$ cat src/mxlb_pkg.sv
// Constants and types shared by the max-address lock and block-size command logic.
package mxlb_pkg;

   ////////////////////////////////////////////////////////////////////////////////
   // Task-file register addresses (host address lines, three bits).
   ////////////////////////////////////////////////////////////////////////////////

   // Data port, 16 bits wide, used for the password sector.
   localparam logic [2:0] MXLB_ADR_DATA = 3'h0;
   // Feature select on write, error report on read.
   localparam logic [2:0] MXLB_ADR_FEAT_ERR = 3'h1;
   // Sector count, read and write.
   localparam logic [2:0] MXLB_ADR_SCNT = 3'h2;
   // Device and head select, read and write.
   localparam logic [2:0] MXLB_ADR_DEVHEAD = 3'h6;
   // Command code on write, drive status on read.
   localparam logic [2:0] MXLB_ADR_CMD_STAT = 3'h7;

   ////////////////////////////////////////////////////////////////////////////////
   // Command codes and maximum-address feature values.
   ////////////////////////////////////////////////////////////////////////////////

   localparam logic [7:0] MXLB_CMD_READ_NATIVE = 8'hF8;
   localparam logic [7:0] MXLB_CMD_SET_MAX = 8'hF9;
   localparam logic [7:0] MXLB_CMD_SET_MULT = 8'hC6;
   localparam logic [7:0] MXLB_FEAT_SET_PWD = 8'h01;
   localparam logic [7:0] MXLB_FEAT_LOCK = 8'h02;
   localparam logic [7:0] MXLB_FEAT_UNLOCK = 8'h03;
   localparam logic [7:0] MXLB_FEAT_FREEZE = 8'h04;

   ////////////////////////////////////////////////////////////////////////////////
   // Field positions of the error and status registers.
   ////////////////////////////////////////////////////////////////////////////////

   localparam int MXLB_ERR_ABT_BIT = 2;
   localparam int MXLB_STAT_BSY_BIT = 7;
   localparam int MXLB_STAT_RDY_BIT = 6;
   localparam int MXLB_STAT_DF_BIT = 5;
   localparam int MXLB_STAT_DSC_BIT = 4;
   localparam int MXLB_STAT_DRQ_BIT = 3;
   localparam int MXLB_STAT_ERR_BIT = 0;

   ////////////////////////////////////////////////////////////////////////////////
   // Sector layout, counts and reset values.
   ////////////////////////////////////////////////////////////////////////////////

   // Last word index of a 256-word sector.
   localparam logic [7:0] MXLB_LAST_WORD = 8'hFF;
   // Password occupies words 1 through 16.
   localparam logic [7:0] MXLB_PWD_FIRST = 8'h01;
   localparam logic [7:0] MXLB_PWD_LAST = 8'h10;
   // Unlock attempts granted after power-on or hardware reset.
   localparam logic [2:0] MXLB_TRIES_RST = 3'h5;
   // Block size after reset: read/write multiple disabled.
   localparam logic [7:0] MXLB_BLK_RST = 8'h00;
   localparam logic [7:0] MXLB_DEVHEAD_RST = 8'hA0;

   ////////////////////////////////////////////////////////////////////////////////
   // State types.
   ////////////////////////////////////////////////////////////////////////////////

   // Command sequencer states.
   typedef enum logic [1:0] {MXLB_IDLE, MXLB_EXEC, MXLB_XFER, MXLB_CHECK} mxlb_seq_e;

   // Maximum-address security states.
   typedef enum logic [1:0] {MXLB_UNLOCKED, MXLB_LOCKED, MXLB_FROZEN} mxlb_sec_e;

endpackage : mxlb_pkg

$ cat src/mxlb_core.sv
// Command interpreter for max-address security subcommands and the set-multiple command.
`timescale 1ns/10ps

// Behaviour
// RULE_01 - Feature 02h without prior native read locks
// RULE_02 - After native read, any subcommand sets max
// RULE_03 - Locked state rejects all but unlock, freeze
// RULE_04 - Locked holds until reset, unlock or freeze
// RULE_05 - Unlock takes one sector, compares stored password
// RULE_06 - Mismatch aborts and decrements attempt counter
// RULE_07 - Attempt counter starts at five, mismatch-only
// RULE_08 - Counter at zero rejects unlock until reset
// RULE_09 - Match enters unlocked, all commands accepted
// RULE_10 - Freeze rejects set, password, lock, unlock after
// RULE_11 - Set multiple enables multiple, records block size
// RULE_12 - Block size valid only 0,2,4,8,16
// RULE_13 - Block size zero disables multiple commands
// RULE_14 - Invalid size aborts and disables multiple
// RULE_15 - Password kept only until power cycle
// RULE_16 - Password is words 1 to 16
// RULE_17 - Forbidden commands in locked/frozen report abort
// RULE_18 - Reject sets abort and error, clears busy
// RULE_19 - Track native read; other command completion clears
module mxlb_core
   import mxlb_pkg::*;
(
   // Clock and reset.
   input wire logic clk_sys,
   input wire logic rst_n,
   // Task-file register port from the host.
   input wire logic [2:0] tf_addr,
   input wire logic tf_wr,
   input wire logic tf_rd,
   input wire logic [15:0] tf_wdata,
   output logic [15:0] tf_rdata,
   // Command completion pulse, the interrupt request for each finished command.
   output logic cmd_done,
   // Block state seen by the rest of the drive.
   output logic mult_enable,
   output logic [7:0] mult_block_size,
   output logic [1:0] max_sec_state,
   output logic [2:0] unlock_tries
);

   ////////////////////////////////////////////////////////////////////////////////
   // Helper functions.
   ////////////////////////////////////////////////////////////////////////////////

   // Accepts only the block sizes that the read and write multiple engine supports.
   function automatic logic mxlb_blk_valid(input logic [7:0] size);
      logic ok;
      ok = 1'b0;
      case (size)
         8'h00, 8'h02, 8'h04, 8'h08, 8'h10: ok = 1'b1; // RULE_12
         default: ok = 1'b0;
      endcase
      return ok;
   endfunction : mxlb_blk_valid

   // True while the word index falls inside the password field of the sector.
   function automatic logic mxlb_in_pwd(input logic [7:0] idx);
      return (idx >= MXLB_PWD_FIRST) && (idx <= MXLB_PWD_LAST); // RULE_16
   endfunction : mxlb_in_pwd

   ////////////////////////////////////////////////////////////////////////////////
   // State record.
   ////////////////////////////////////////////////////////////////////////////////

   // Everything the block remembers lives in this one record.
   typedef struct packed {
      mxlb_seq_e seq;            // Command sequencer state.
      mxlb_sec_e sec;            // Max-address security state.
      logic native;              // Previous command was a native max read.
      logic [2:0] tries;         // Remaining unlock attempts.
      logic [15:0][15:0] pwd;    // Stored password, volatile.
      logic [7:0] feat;          // Feature select register.
      logic [7:0] scnt;          // Sector count register.
      logic [7:0] devhead;       // Device and head select register.
      logic [7:0] cmd;           // Command code being executed.
      logic xfer_unlock;         // Sector feeds a compare rather than a store.
      logic [7:0] widx;          // Word index inside the data sector.
      logic miss;                // Some password word differed.
      logic abt;                 // Abort flag of the last command.
      logic mult_en;             // Read/write multiple enabled.
      logic [7:0] blk;           // Recorded block size.
      logic [15:0] rdata;        // Registered read data.
      logic done;                // One-cycle completion pulse.
   } mxlb_state_s;

   // Registered state and its next value.
   mxlb_state_s st_ff;
   mxlb_state_s nxt_st;

   // Status byte built from the current state; busy during execute and compare.
   logic [7:0] status_byte;
   // Error byte carrying only the abort bit.
   logic [7:0] error_byte;

   ////////////////////////////////////////////////////////////////////////////////
   // Read-back register images.
   ////////////////////////////////////////////////////////////////////////////////

   // Device fault is never raised here, so a rejected command shows busy and fault clear.
   always_comb
   begin
      status_byte = 8'h00;
      status_byte[MXLB_STAT_BSY_BIT] = (st_ff.seq == MXLB_EXEC) || (st_ff.seq == MXLB_CHECK);
      status_byte[MXLB_STAT_RDY_BIT] = 1'b1;
      status_byte[MXLB_STAT_DF_BIT] = 1'b0; // RULE_18
      status_byte[MXLB_STAT_DSC_BIT] = 1'b1;
      status_byte[MXLB_STAT_DRQ_BIT] = (st_ff.seq == MXLB_XFER);
      status_byte[MXLB_STAT_ERR_BIT] = st_ff.abt; // RULE_18
      error_byte = 8'h00;
      error_byte[MXLB_ERR_ABT_BIT] = st_ff.abt; // RULE_18
   end

   ////////////////////////////////////////////////////////////////////////////////
   // Next-state logic.
   ////////////////////////////////////////////////////////////////////////////////

   // One process decides every field; execution of a command takes one busy cycle,
   // and the sector transfer is paced entirely by host data writes.
   always_comb
   begin
      logic abort;
      logic start_xfer;
      logic keep_native;
      logic finish;
      abort = 1'b0;
      start_xfer = 1'b0;
      keep_native = 1'b0;
      finish = 1'b0;
      nxt_st = st_ff;
      nxt_st.done = 1'b0;

      // Host register reads return a registered image one cycle later.
      if (tf_rd)
      begin
         case (tf_addr)
            MXLB_ADR_FEAT_ERR: nxt_st.rdata = {8'h00, error_byte};
            MXLB_ADR_SCNT: nxt_st.rdata = {8'h00, st_ff.scnt};
            MXLB_ADR_DEVHEAD: nxt_st.rdata = {8'h00, st_ff.devhead};
            MXLB_ADR_CMD_STAT: nxt_st.rdata = {8'h00, status_byte};
            default: nxt_st.rdata = 16'h0000; // Data port and unused addresses read zero.
         endcase
      end

      case (st_ff.seq)
         MXLB_IDLE:
         begin
            // Parameter registers are written only while the device is idle.
            if (tf_wr)
            begin
               case (tf_addr)
                  MXLB_ADR_FEAT_ERR: nxt_st.feat = tf_wdata[7:0];
                  MXLB_ADR_SCNT: nxt_st.scnt = tf_wdata[7:0];
                  MXLB_ADR_DEVHEAD: nxt_st.devhead = tf_wdata[7:0];
                  MXLB_ADR_CMD_STAT:
                  begin
                     // A new command clears the previous error and goes busy.
                     nxt_st.cmd = tf_wdata[7:0];
                     nxt_st.abt = 1'b0;
                     nxt_st.seq = MXLB_EXEC;
                  end
                  default: nxt_st.seq = MXLB_IDLE; // Stray data writes are dropped.
               endcase
            end
         end

         MXLB_EXEC:
         begin
            case (st_ff.cmd)
               MXLB_CMD_READ_NATIVE:
               begin
                  // Remember this so the next set-max is read as a plain set.
                  keep_native = 1'b1; // RULE_19
               end
               MXLB_CMD_SET_MAX:
               begin
                  if (st_ff.native)
                  begin
                     // Feature ignored; plain set refused unless unlocked.
                     abort = (st_ff.sec != MXLB_UNLOCKED); // RULE_02 RULE_17
                  end
                  else
                  begin
                     case (st_ff.feat)
                        MXLB_FEAT_SET_PWD:
                        begin
                           // New password needs an unlocked, unfrozen device.
                           abort = (st_ff.sec != MXLB_UNLOCKED); // RULE_17 RULE_10
                           start_xfer = !abort;
                           nxt_st.xfer_unlock = 1'b0;
                        end
                        MXLB_FEAT_LOCK:
                        begin
                           abort = (st_ff.sec != MXLB_UNLOCKED); // RULE_03 RULE_10
                           if (!abort)
                           begin
                              nxt_st.sec = MXLB_LOCKED; // RULE_01 RULE_03
                           end
                        end
                        MXLB_FEAT_UNLOCK:
                        begin
                           // Exhausted attempts refuse before any data moves.
                           abort = (st_ff.sec == MXLB_FROZEN) || (st_ff.tries == 3'h0); // RULE_08 RULE_10
                           start_xfer = !abort; // RULE_05
                           nxt_st.xfer_unlock = 1'b1;
                        end
                        MXLB_FEAT_FREEZE:
                        begin
                           // Freeze is legal from locked too; only a second one is refused.
                           abort = (st_ff.sec == MXLB_FROZEN); // RULE_10
                           if (!abort)
                           begin
                              nxt_st.sec = MXLB_FROZEN; // RULE_04 RULE_10
                           end
                        end
                        default: abort = 1'b1; // Unknown subcommand.
                     endcase
                  end
               end
               MXLB_CMD_SET_MULT:
               begin
                  if (mxlb_blk_valid(st_ff.scnt))
                  begin
                     nxt_st.blk = st_ff.scnt; // RULE_11
                     nxt_st.mult_en = (st_ff.scnt != 8'h00); // RULE_11 RULE_13
                  end
                  else
                  begin
                     abort = 1'b1; // RULE_14
                     nxt_st.blk = MXLB_BLK_RST; // RULE_14
                     nxt_st.mult_en = 1'b0; // RULE_14
                  end
               end
               default: abort = 1'b0; // Other commands are handled elsewhere in the drive.
            endcase

            if (start_xfer)
            begin
               // Data request phase; the native mark is spent by this command.
               nxt_st.seq = MXLB_XFER;
               nxt_st.widx = 8'h00;
               nxt_st.miss = 1'b0;
               nxt_st.native = 1'b0; // RULE_19
            end
            else
            begin
               finish = 1'b1;
            end
         end

         MXLB_XFER:
         begin
            // Every data-port write consumes one word; only words 1..16 matter.
            if (tf_wr && (tf_addr == MXLB_ADR_DATA))
            begin
               if (mxlb_in_pwd(st_ff.widx))
               begin
                  if (st_ff.xfer_unlock)
                  begin
                     nxt_st.miss = st_ff.miss
                        | (st_ff.pwd[4'(st_ff.widx - MXLB_PWD_FIRST)] != tf_wdata); // RULE_05
                  end
                  else
                  begin
                     nxt_st.pwd[4'(st_ff.widx - MXLB_PWD_FIRST)] = tf_wdata; // RULE_16
                  end
               end
               nxt_st.widx = st_ff.widx + 8'h01;
               if (st_ff.widx == MXLB_LAST_WORD)
               begin
                  nxt_st.seq = MXLB_CHECK;
               end
            end
         end

         MXLB_CHECK:
         begin
            if (!st_ff.xfer_unlock)
            begin
               // Accepted password leaves the device unlocked.
               nxt_st.sec = MXLB_UNLOCKED;
            end
            else if (st_ff.miss)
            begin
               abort = 1'b1; // RULE_06
               nxt_st.tries = st_ff.tries - 3'h1; // RULE_06 RULE_07
            end
            else
            begin
               nxt_st.sec = MXLB_UNLOCKED; // RULE_09 RULE_04
            end
            finish = 1'b1;
         end

         default: nxt_st.seq = MXLB_IDLE;
      endcase

      // Common completion: busy drops, error reflects the outcome, interrupt pulses.
      if (finish)
      begin
         nxt_st.seq = MXLB_IDLE;
         nxt_st.abt = abort; // RULE_18 RULE_17
         nxt_st.done = 1'b1;
         nxt_st.native = keep_native; // RULE_19
      end
   end

   ////////////////////////////////////////////////////////////////////////////////
   // State register.
   ////////////////////////////////////////////////////////////////////////////////

   // Reset is the power cycle as far as this logic knows: password, attempts and
   // security state all return to their initial values.
   always_ff @(posedge clk_sys or negedge rst_n)
   begin
      if (!rst_n)
      begin
         st_ff.seq <= MXLB_IDLE;
         st_ff.sec <= MXLB_UNLOCKED;
         st_ff.native <= 1'b0;
         st_ff.tries <= MXLB_TRIES_RST; // RULE_07 RULE_08
         st_ff.pwd <= '0; // RULE_15
         st_ff.feat <= 8'h00;
         st_ff.scnt <= 8'h00;
         st_ff.devhead <= MXLB_DEVHEAD_RST;
         st_ff.cmd <= 8'h00;
         st_ff.xfer_unlock <= 1'b0;
         st_ff.widx <= 8'h00;
         st_ff.miss <= 1'b0;
         st_ff.abt <= 1'b0;
         st_ff.mult_en <= 1'b0;
         st_ff.blk <= MXLB_BLK_RST;
         st_ff.rdata <= 16'h0000;
         st_ff.done <= 1'b0;
      end
      else
      begin
         st_ff <= nxt_st;
      end
   end

   ////////////////////////////////////////////////////////////////////////////////
   // Outputs, all taken straight from the state register.
   ////////////////////////////////////////////////////////////////////////////////

   assign tf_rdata = st_ff.rdata;
   assign cmd_done = st_ff.done;
   assign mult_enable = st_ff.mult_en;
   assign mult_block_size = st_ff.blk;
   assign max_sec_state = st_ff.sec;
   assign unlock_tries = st_ff.tries;

endmodule : mxlb_core

$ cat config.mk
export PLATFORM = sky130hd
export DESIGN_NAME = mxlb_core
export DESIGN_NICKNAME = d
export VERILOG_FILES = /design/src/mxlb_pkg.sv /design/src/mxlb_core.sv
export SDC_FILE = /design/constraint.sdc
export NUM_CORES = 1
export LEC_CHECK = 0
export BUFFER_PORTS_ARGS = -buffer_cell sky130_fd_sc_hd__buf_2
export CELL_PAD_IN_SITES_DETAIL_PLACEMENT = 0
export CELL_PAD_IN_SITES_GLOBAL_PLACEMENT = 1
export CORE_MARGIN = 2
export CORE_UTILIZATION = 30
export CTS_CLUSTER_DIAMETER = 150
export DETAILED_ROUTE_END_ITERATION = 12
export HOLD_SLACK_MARGIN = 0.06
export PLACE_DENSITY_LB_ADDON = 0.1
export SLEW_MARGIN = 5
export SYNTH_ARGS = -nofsm -noshare
export SYNTH_HDL_FRONTEND = slang
export SYNTH_SLANG_ARGS = --single-unit
$ cat constraint.sdc
create_clock -name clk_sys -period 5 [get_ports clk_sys]
set_clock_uncertainty 0.15 [all_clocks]
set_input_delay 0.5 -clock clk_sys [delete_from_list [all_inputs] [get_ports clk_sys]]
set_output_delay 0.5 -clock clk_sys [all_outputs]
set_load 0.01 [all_outputs]
==> results of run 1 <==
[placed cells by master (no fill, tap or decap), types with 16 or more instances in the layout]
master and n:
nand2_1 63, mux4_2 68, nor2_1 34, o21ai_0 30, buf_4 28, nor2_2 16, inv_1 20, dfrtp_1 320
a21oi_1 20, nand3_1 22, clkbuf_16 42, buf_2 44, mux2_2 288
[cell type report]
type | instances | area, sq um
Sequential cell | 325 | 8140
Inverter | 20 | 75.1
Clock buffer | 61 | 1190
Fill cell | 4998 | 33500
Multi-Input combinational cell | 694 | 6810
Timing Repair Buffer | 80 | 576
Clock inverter | 6 | 68.8
Tap cell | 680 | 851
[through the flow]
step | setup slack [ps] | instances | util [%] | cell area, sq um | hold slack (ps)
final | 496 | 1866 | 34.6 | 17700 | 130
after global routing | 281 | 1866 | 34.6 | 17700 | 165
after CTS | 453 | 1866 | 34.6 | 17700 | 99.0
after detailed placement | 466 | 1798 | 32.1 | 16400 | 319
after global placement | 489 | 1798 | 32.1 | 16400 | 313
after floorplan | 61.7 | 1144 | - | 15500 | 54.4
[power groups by stage]
stage          logic, mW  clock network, mW  registers, mW
2_1_floorplan       1.72                  0           3.24
6_report            2.42               2.82           3.31
5_1_grt             2.65               3.03           3.37
4_1_cts             2.47               2.93           3.31
3_5_place_dp        2.46                  0           3.36
3_3_place_gp        2.46                  0           3.36
[flip-flops by register name (all words and copies together), names as in the netlist]
register         flops
cmd_done             1
error_byte           1
max_sec_state        2
mult_block_size      8
mult_enable          1
st_ff              301
tf_rdata             8
unlock_tries         3
[worst max-delay path, cell delays in order (launching register included)]
cell	delay (ps)
dfrtp_1	600
inv_1	210
ha_4	650
mux4_2	410
a22o_1	280
or3_1	340
a2111o_1	490
or4_1	580
nor3_1	470
o22ai_1	160
[per-layer routing]
metal / GRT usage, % / routed length, um / vias up
met5: 0 / 0 / -
met4: 4.82 / 874 / 0
met3: 2.19 / 1140 / 52
met2: 25.1 / 19000 / 102
met1: 22.9 / 20200 / 4896
li1: - / - / 4163
[worst paths after layout]
check,from,endpoint,cells after the start
min reg2reg,mult_block_size[2]$_DFFE_PN0P_,mult_block_size[2]$_DFFE_PN0P_,2
min in group asynchronous,rst_n,st_ff[37]$_DFFE_PN0P_,2
min,tf_rd,tf_rdata[2]$_DFFE_PN0P_,2
max reg2reg,st_ff[29]$_DFFE_PN0P_,st_ff[27]$_DFFE_PN0P_,9
max in group asynchronous,rst_n,st_ff[173]$_DFFE_PN0P_,3
max,st_ff[29]$_DFFE_PN0P_,st_ff[27]$_DFFE_PN0P_,9
[logic make-up (layout without fill, tap and decap cells)]
| kind of cell | Yosys count | in the layout |
|---|---|---|
| muxes | 358 | 358 |
| DFF | 325 | 325 |
| and+or+nand+nor | 196 | 196 |
| buffers and inverters | 125 | 167 |
| AOI/OAI and AO/OA | 99 | 99 |
| xor gates and xnor gates | 19 | 19 |
| adders and majority gates | 14 | 14 |
| other | 1 | 8 |
==> out/metrics.yaml, run 1 <==
status: "finished clean"
pwr-share-comb_pct: 28.3
drc: 0
num-nets-final: 1198
timing.final.hold_violations: 0
path_class: "flop to flop"
yosys.area_share.adder_pct: 1.11
min_period_ps: 4500
synth_compound_area_share_pct: 4.10
setup_viol: 0
synth_edf_count: 0
ys_warn_count: 0
overflow: 0
numPortBuffers: 45
seq_power_share_pct: 38.7
synth-main-ff-cell: "dfrtp_1"
area_growth_pct: 14.2
chipHeight_um: 231
synth-xor-area-share_pct: 1.07
cts.sinks: 325
period_share_pct: 90.1
core_area_sq_um: 51200
clk_latency_ps: 560
finalWeightedCongestion: 0.732
antenna_found_initial: 0
worst-path-max-fanout: 25
cts-resized-gates: 0
muxShareOfSynthArea_pct: 30.9
grt_pass1_wl_mm: 64.2
synth_top_cell_by_area: "dfrtp_1"
clkSlewWorstSetupHoldPaths_ps: 50
maxSlewHeadroom_pct: 37.6
synth.most_common_cell: "dfrtp_1"
slew_violations: 0
rsz0062_at_grt: "false"
power.share.clock_pct: 32.9
cts_hold_buf: 1
synthTopCellsByCount: "dfrtp_1, mux2_2, mux4_2"
drive_gt1_share_pct: 43.9
p_leak_nw: 8.09
yosys.area_share.simple_pct: 6.19
routed_via_density: 4.94
power_mw: 8.55
startpoint_type: "flop"
die_w_um: 231
cts_tree: "yes"
wl_per_cell_um: 22.1
row_count: 83
io_pins: 54
syn_inst: 1137
drt_iter0_markers: 477
ir_worst_vdd_mv: 0.237
async_flop_share_pct: 100
synth_cell_types: 55
max_freq_ghz: 0.222
finalSetupTns_ps: 0
avgSynthCellArea_sq_um: 13.6
synth_top_cell_area_share_pct: 51.8
worst_pin_slew_ps: 937
p_int_mw: 5.76
synth_area_sq_um: 15500
dieArea_sq_um: 53600
synth_top_family_by_area: "multiplexers"
ys_ff_latch: 325
antenna_cells: 0
crit_required_ps: 5240
endpoint_kind: "flop"
reg2reg_slack_ps: 500
cts_buffers: 41
hp-class: "input pin to flop"
firstDrtPassIters: 4
grt_pass1_vias: 9798
clock-root-buffer: "clkbuf_16"
grt_usage_pct: 16.0
ys_top_cells_by_area: "dfrtp_1, mux2_2, mux4_2"
cap_violations: 0
drt-total-wl_mm: 41.2
ys_seq_area_share_pct: 52.5
postCtsSetupBuffers: 0
cts_buffer_depth: 3
dp.final_hpwl_mm: 26.0
p_per_area_nw_per_um2: 482
start_util_pct: 30.3
grt_max_degree: 99
antenna_left: 0
vias: 9213
cts.htree.levels: 2
critPathArrivalTime_ps: 4740
p_sw_mw: 2.78
switching_share_pct: 32.6
(Power assumes the default switching activity.)
==> run 2, diff against run 1 <==
--- a/config.mk
+++ b/config.mk
@@ -9,7 +9,7 @@
 export CELL_PAD_IN_SITES_DETAIL_PLACEMENT = 0
 export CELL_PAD_IN_SITES_GLOBAL_PLACEMENT = 1
 export CORE_MARGIN = 2
-export CORE_UTILIZATION = 30
+export CORE_UTILIZATION = 47
 export CTS_CLUSTER_DIAMETER = 150
 export DETAILED_ROUTE_END_ITERATION = 12
 export HOLD_SLACK_MARGIN = 0.06
==> run 2 against run 1 <==
Against the previous run:
- worst hold slack improved by 37 ps
- die area fell by 36%
- first-iteration DRC count rose by 8.4%
- sequential share of layout area rose by 1.0 points
- worst setup slack improved by 300 ps
- final area fell by 2.2%
- count of clock-buffer cells in the layout fell by 9
- via count fell by 0.35%
- sequential power barely moved
- register-to-register slack improved by 300 ps
- largest cell class unchanged
- largest power group unchanged
==> out/metrics.yaml, run 2 (synthesis gave the netlist of run 1 again) <==
routed_via_density: 5.65
ir_worst_vdd_mv: 0.288
reg2reg_slack_ps: 790
chipHeight_um: 186
endpoint_kind: "flop"
slowest_delay_ps: 640
start_util_pct: 47.7
grt_pass1_vias: 9353
row_count: 66
finalWeightedCongestion: 0.790
rr_worst_depth: 11
stdcell_area_sq_um: 17300
setup_viol: 0
dp.final_hpwl_mm: 23.1
firstDrtPassIters: 4
holdCritStartpoint: "tf_rd"
largest_reg_flops: 301
worst_slack_ps: 795
cts_buffers: 38
cts_tree: "yes"
wl_per_cell_um: 22.0
core_area_sq_um: 32500
placed_cells_incl_taps: 1559
die_w_um: 186
rsz0062_at_grt: "false"
overflow: 0
clk_latency_ps: 520
slew_violations: 0
period_share_pct: 84.1
worstPathCellList: "inv_1 > ha_1 > xnor2_1 > nor3_2 > buf_4 > a22o_1 > or3_1 > a2111o_1 > or4_1 > nor3_1 > o22ai_1"
crit_required_ps: 5240
timing.final.hold_violations: 0
layout_commonest_cell: "dfrtp_1"
drt-total-wl_mm: 35.8
drt_iter0_markers: 517
p_leak_nw: 8.05
worst_pin_slew_ps: 1010
critPathArrivalTime_ps: 4450
regMostFlops: "st_ff"
numPortBuffers: 45
cts.sinks: 325
cts_buffer_depth: 3
layoutNonFillerInstCount: 1624
antenna_found_initial: 0
critical_path.top_delay_family: "simple AND/OR/NAND/NOR gates"
hp-class: "input pin to flop"
worstReg2RegStart: "st_ff[29]$_DFFE_PN0P_"
worst-path-max-fanout: 10
antenna_cells: 0
drc: 0
cap_violations: 0
grt_usage_pct: 21.6
timing.rr.end: "st_ff[27]$_DFFE_PN0P_"
antenna_left: 0
status: "finished clean"
area_growth_pct: 11.6
place_ws_ps: 833
num-nets-final: 1194
finalSetupTns_ps: 0
grt_max_degree: 101
clkSlewWorstSetupHoldPaths_ps: 60
maxSlewHeadroom_pct: 32.0
hold_end: "tf_rdata[2]$_DFFE_PN0P_"
vias: 9181
slowest_stage: "xnor2_1"
drive_gt1_share_pct: 43.9
max_freq_ghz: 0.238
grt_pass1_wl_mm: 56.4
placed_area_sq_um: 16100
worstHoldPathCells: 2
min_period_ps: 4210
io_pins: 54
worst-path-buf-inv: 2
startpoint_type: "flop"
p_per_area_nw_per_um2: 483
path_class: "flop to flop"
dieArea_sq_um: 34500
layout_common_cells: "dfrtp_1, mux2_2, mux4_2, nand2_1, buf_2"
postCtsSetupBuffers: 0
cts.htree.levels: 2
clock-root-buffer: "clkbuf_16"
[run 2: changes by cell type in the layout (fill, tap and decap cells not counted)]
cell | previous run | this run
buf_12 | 6 | 2
clkbuf_16 | 42 | 38
buf_4 | 28 | 31
bufinv_16 | 1 | 4
clkbuf_8 | 7 | 4
clkbuf_1 | 12 | 10
clkinv_2 | 3 | 5
clkinv_4 | 0 | 1
[run 2: where the power goes]
part           total (mW)  switching [mW]  internal (mW)  leakage (nW)
Clock                2.72            1.06           1.66         0.596
Combinational        2.33            1.29           1.03          3.01
Sequential           3.31           0.280           3.03          4.45
[run 2: worst reg2reg max path, delay by kind of cell, from the launching register on]
family          cells  cell delay (ps)
simple gates        4             1190
compound gates      3              810
xor+xnor            1              640
flops               1              600
buf+inv             2              430
fa+ha+maj           1              280
[run 2: final cells by class]
class	instances	area [sq um]
clock inverters	12	178
well taps	442	553
multi-input cells	694	6810
clock buffers	52	1040
inverters	20	75.1
fillers	2820	15200
flip-flops and latches	325	8140
repair buffers	79	518
[run 2: how the worst max path moves through the flow]
stage                                      from               endpoint  slack (ps)  cells after the start
after global routing      st_ff[29]$_DFFE_PN0P_  st_ff[27]$_DFFE_PN0P_         580                     11
after floorplan           st_ff[28]$_DFFE_PN0P_  st_ff[27]$_DFFE_PN0P_          60                     20
after global placement    st_ff[29]$_DFFE_PN0P_  st_ff[27]$_DFFE_PN0P_         920                     11
after detailed placement  st_ff[29]$_DFFE_PN0P_  st_ff[27]$_DFFE_PN0P_         830                     11
after CTS                 st_ff[29]$_DFFE_PN0P_  st_ff[27]$_DFFE_PN0P_         850                     11
final                     st_ff[29]$_DFFE_PN0P_  st_ff[27]$_DFFE_PN0P_         790                     11
[run 2: through the flow]
| stage | hold slack [ps] | utilization (%) | total power [mW] |
|---|---|---|---|
| 3_5_place_dp | 317 | 49.5 | 5.71 |
| 4_1_cts | 140 | 53.2 | 8.47 |
| 3_3_place_gp | 311 | 49.5 | 5.69 |
| 5_1_grt | 174 | 53.2 | 8.81 |
| 6_report | 167 | 53.2 | 8.36 |
| 2_1_floorplan | 54.4 | - | 4.96 |
[run 2: timing repair]
action	4_1_cts	5_1_grt
hold buffers	1	0
hold endpoints to repair	95	0
gates resized for setup	0	0
[run 2: per-layer routing]
layer	routed length, um	part of all wire, %	track usage, %	vias to the layer above
met4	530	1.5	4.85	0
met1	17200	48	31.6	4833
met5	0	0	0	-
met3	1200	3.3	2.82	44
met2	16900	47	34.6	139
li1	-	-	-	4165
==> run 3, diff against run 2 <==
==> constraint.sdc (replaced) <==
create_clock -name clk_sys -period 3.8 [get_ports clk_sys]
set_clock_uncertainty 0.15 [all_clocks]
set_input_delay 0.38 -clock clk_sys [delete_from_list [all_inputs] [get_ports clk_sys]]
set_output_delay 0.38 -clock clk_sys [all_outputs]
set_load 0.01 [all_outputs]
==> run 3 against run 2 <==
Against the previous run:
- final area rose by 1.2%
- sequential share of layout area fell by 0.58 points
- final cell count is 1.0% higher
- clock power is 28% higher
- worst hold slack got worse by 77 ps
- worst setup slack worse by 670 ps
- flip-flop and latch count did not move
==> out/metrics.yaml, run 3 (synthesis gave the netlist of run 1 again) <==
cts_tree: "yes"
antenna_cells: 0
firstDrtPassIters: 4
chipHeight_um: 186
worst_pin_slew_ps: 782
finalWeightedCongestion: 0.783
clock-root-buffer: "clkbuf_16"
postCtsSetupBuffers: 0
ir_worst_vdd_mv: 0.358
grt_max_degree: 93
start_util_pct: 47.7
cp-startpoint: "st_ff[28]$_DFFE_PN0P_"
grt_pass1_vias: 9656
cts_buffer_depth: 3
worst_slack_ps: 127
critPathArrivalTime_ps: 3900
setup_viol: 0
clk_latency_ps: 520
io_pins: 54
worst-path-max-fanout: 9
p_leak_nw: 8.17
pwr-share-comb_pct: 29.3
drt-total-wl_mm: 36.0
worstReg2RegStart: "st_ff[28]$_DFFE_PN0P_"
p_per_area_nw_per_um2: 630
place_ws_ps: -108
vias: 9334
holdWs_ps: 89.5
finalSetupTns_ps: 0
final_core_util_pct: 53.9
antenna_left: 0
cts_buffers: 38
p_sw_mw: 3.50
startpoint_type: "flop"
drt_iter0_markers: 597
regMostFlops: "st_ff"
slew_violations: 0
die_w_um: 186
status: "finished clean"
overflow: 0
num-nets-final: 1211
layout_common_cells: "dfrtp_1, mux2_2, mux4_2, nand2_1, buf_2"
antenna_found_initial: 1
crit_required_ps: 4020
power.share.clock_pct: 31.5
slowest_delay_ps: 550
area_growth_pct: 13.0
switching_share_pct: 31.7
grt_pass1_wl_mm: 56.6
largest_reg_flops: 301
cts.sinks: 325
path_class: "flop to flop"
worst-path-buf-inv: 1
clkSlewWorstSetupHoldPaths_ps: 60
core_area_sq_um: 32500
rsz0062_at_grt: "true"
min_period_ps: 3670
row_count: 66
critical_path.top_delay_family: "simple AND/OR/NAND/NOR gates"
layout_commonest_cell: "dfrtp_1"
timing.final.hold_violations: 0
drc: 0
endpoint_kind: "flop"
dieArea_sq_um: 34500
routed_via_density: 5.69
grt_usage_pct: 21.6
seq_power_share_pct: 39.2
cap_violations: 0
cts.htree.levels: 2
maxSlewHeadroom_pct: 47.8
p_int_mw: 7.55
hp-class: "input pin to flop"
slowest_stage: "or4_1"
dp.final_hpwl_mm: 22.9
max_freq_ghz: 0.272
power_mw: 11.1
worstPathCellList: "inv_2 > ha_1 > xnor2_2 > nor3_2 > a22o_1 > or3_1 > a2111o_1 > or4_1 > nor3_1 > o22ai_1"
period_share_pct: 96.6
numPortBuffers: 45
holdCritStartpoint: "tf_addr[1]"
wl_per_cell_um: 22.0
drive_gt1_share_pct: 44.8
run 3: changes by cell type in the layout (fill, tap and decap cells not counted), moves of 2 or more:
cell | previous run | this run
buf_12 | 2 | 6
bufinv_16 | 4 | 2
buf_4 | 31 | 41
clkbuf_16 | 38 | 40
clkbuf_1 | 10 | 12
run 3: power groups by stage:
stage	clock [mW]	combinational, mW	sequential (mW)
after global routing	3.74	3.50	4.40
after global placement	0	3.19	4.37
after floorplan	0	2.38	4.26
after CTS	3.59	3.21	4.33
final	3.49	3.23	4.33
after detailed placement	0	3.19	4.38
run 3: worst reg2reg max path: stages (launching register included):
cell      delay (ps)
dfrtp_4          430
inv_2             70
ha_1             310
xnor2_2          510
nor3_2           130
a22o_1           250
or3_1            310
a2111o_1         510
or4_1            550
nor3_1           220
o22ai_1          100
run 3: area by class of cell:
type	instances	area, sq um
multi-input combinational	694	6850
sequential	325	8140
inverter	20	75.1
timing repair buffer	96	736
clock inverter	8	96.3
clock buffer	56	1090
tap	442	553
fill	2808	15000
run 3: routing by layer:
metal  routed length (um)  global-route usage, %
met1                17100                   30.9
met4                  627                   4.94
met5                   13                      0
met3                 1510                   3.50
met2                16800                   34.7
run 3: worst paths after layout:
| kind | endpoint | slack (ps) | cells past startpoint |
|---|---|---|---|
| setup / recovery | st_ff[27]$_DFFE_PN0P_ | 130 | 10 |
| hold / removal | tf_rdata[4]$_DFFE_PN0P_ | 90 | 3 |
| setup reg to reg | st_ff[27]$_DFFE_PN0P_ | 130 | 10 |
| hold reg to reg | mult_block_size[4]$_DFFE_PN0P_ | 320 | 2 |
| max in group asynchronous | st_ff[163]$_DFFE_PN0P_ | 2290 | 3 |
| min in group asynchronous | mult_block_size[5]$_DFFE_PN0P_ | 350 | 2 |
run 3: what timing repair did:
| action | CTS | global route |
|---|---|---|
| endpoints found under the hold margin | 86 | 0 |
| gates resized for setup | 1 | 2 |
| gates cloned | 0 | 1 |
| endpoints found under the setup margin | 1 | 212 |
| hold buffers | 2 | 0 |
run 3: stage by stage:
step                std cells  instance area, sq um
global route             1641                 17500
finish                   1641                 17500
detailed placement       1574                 16300
CTS                      1640                 17500
floorplan                1144                 15700
global placement         1574                 16300
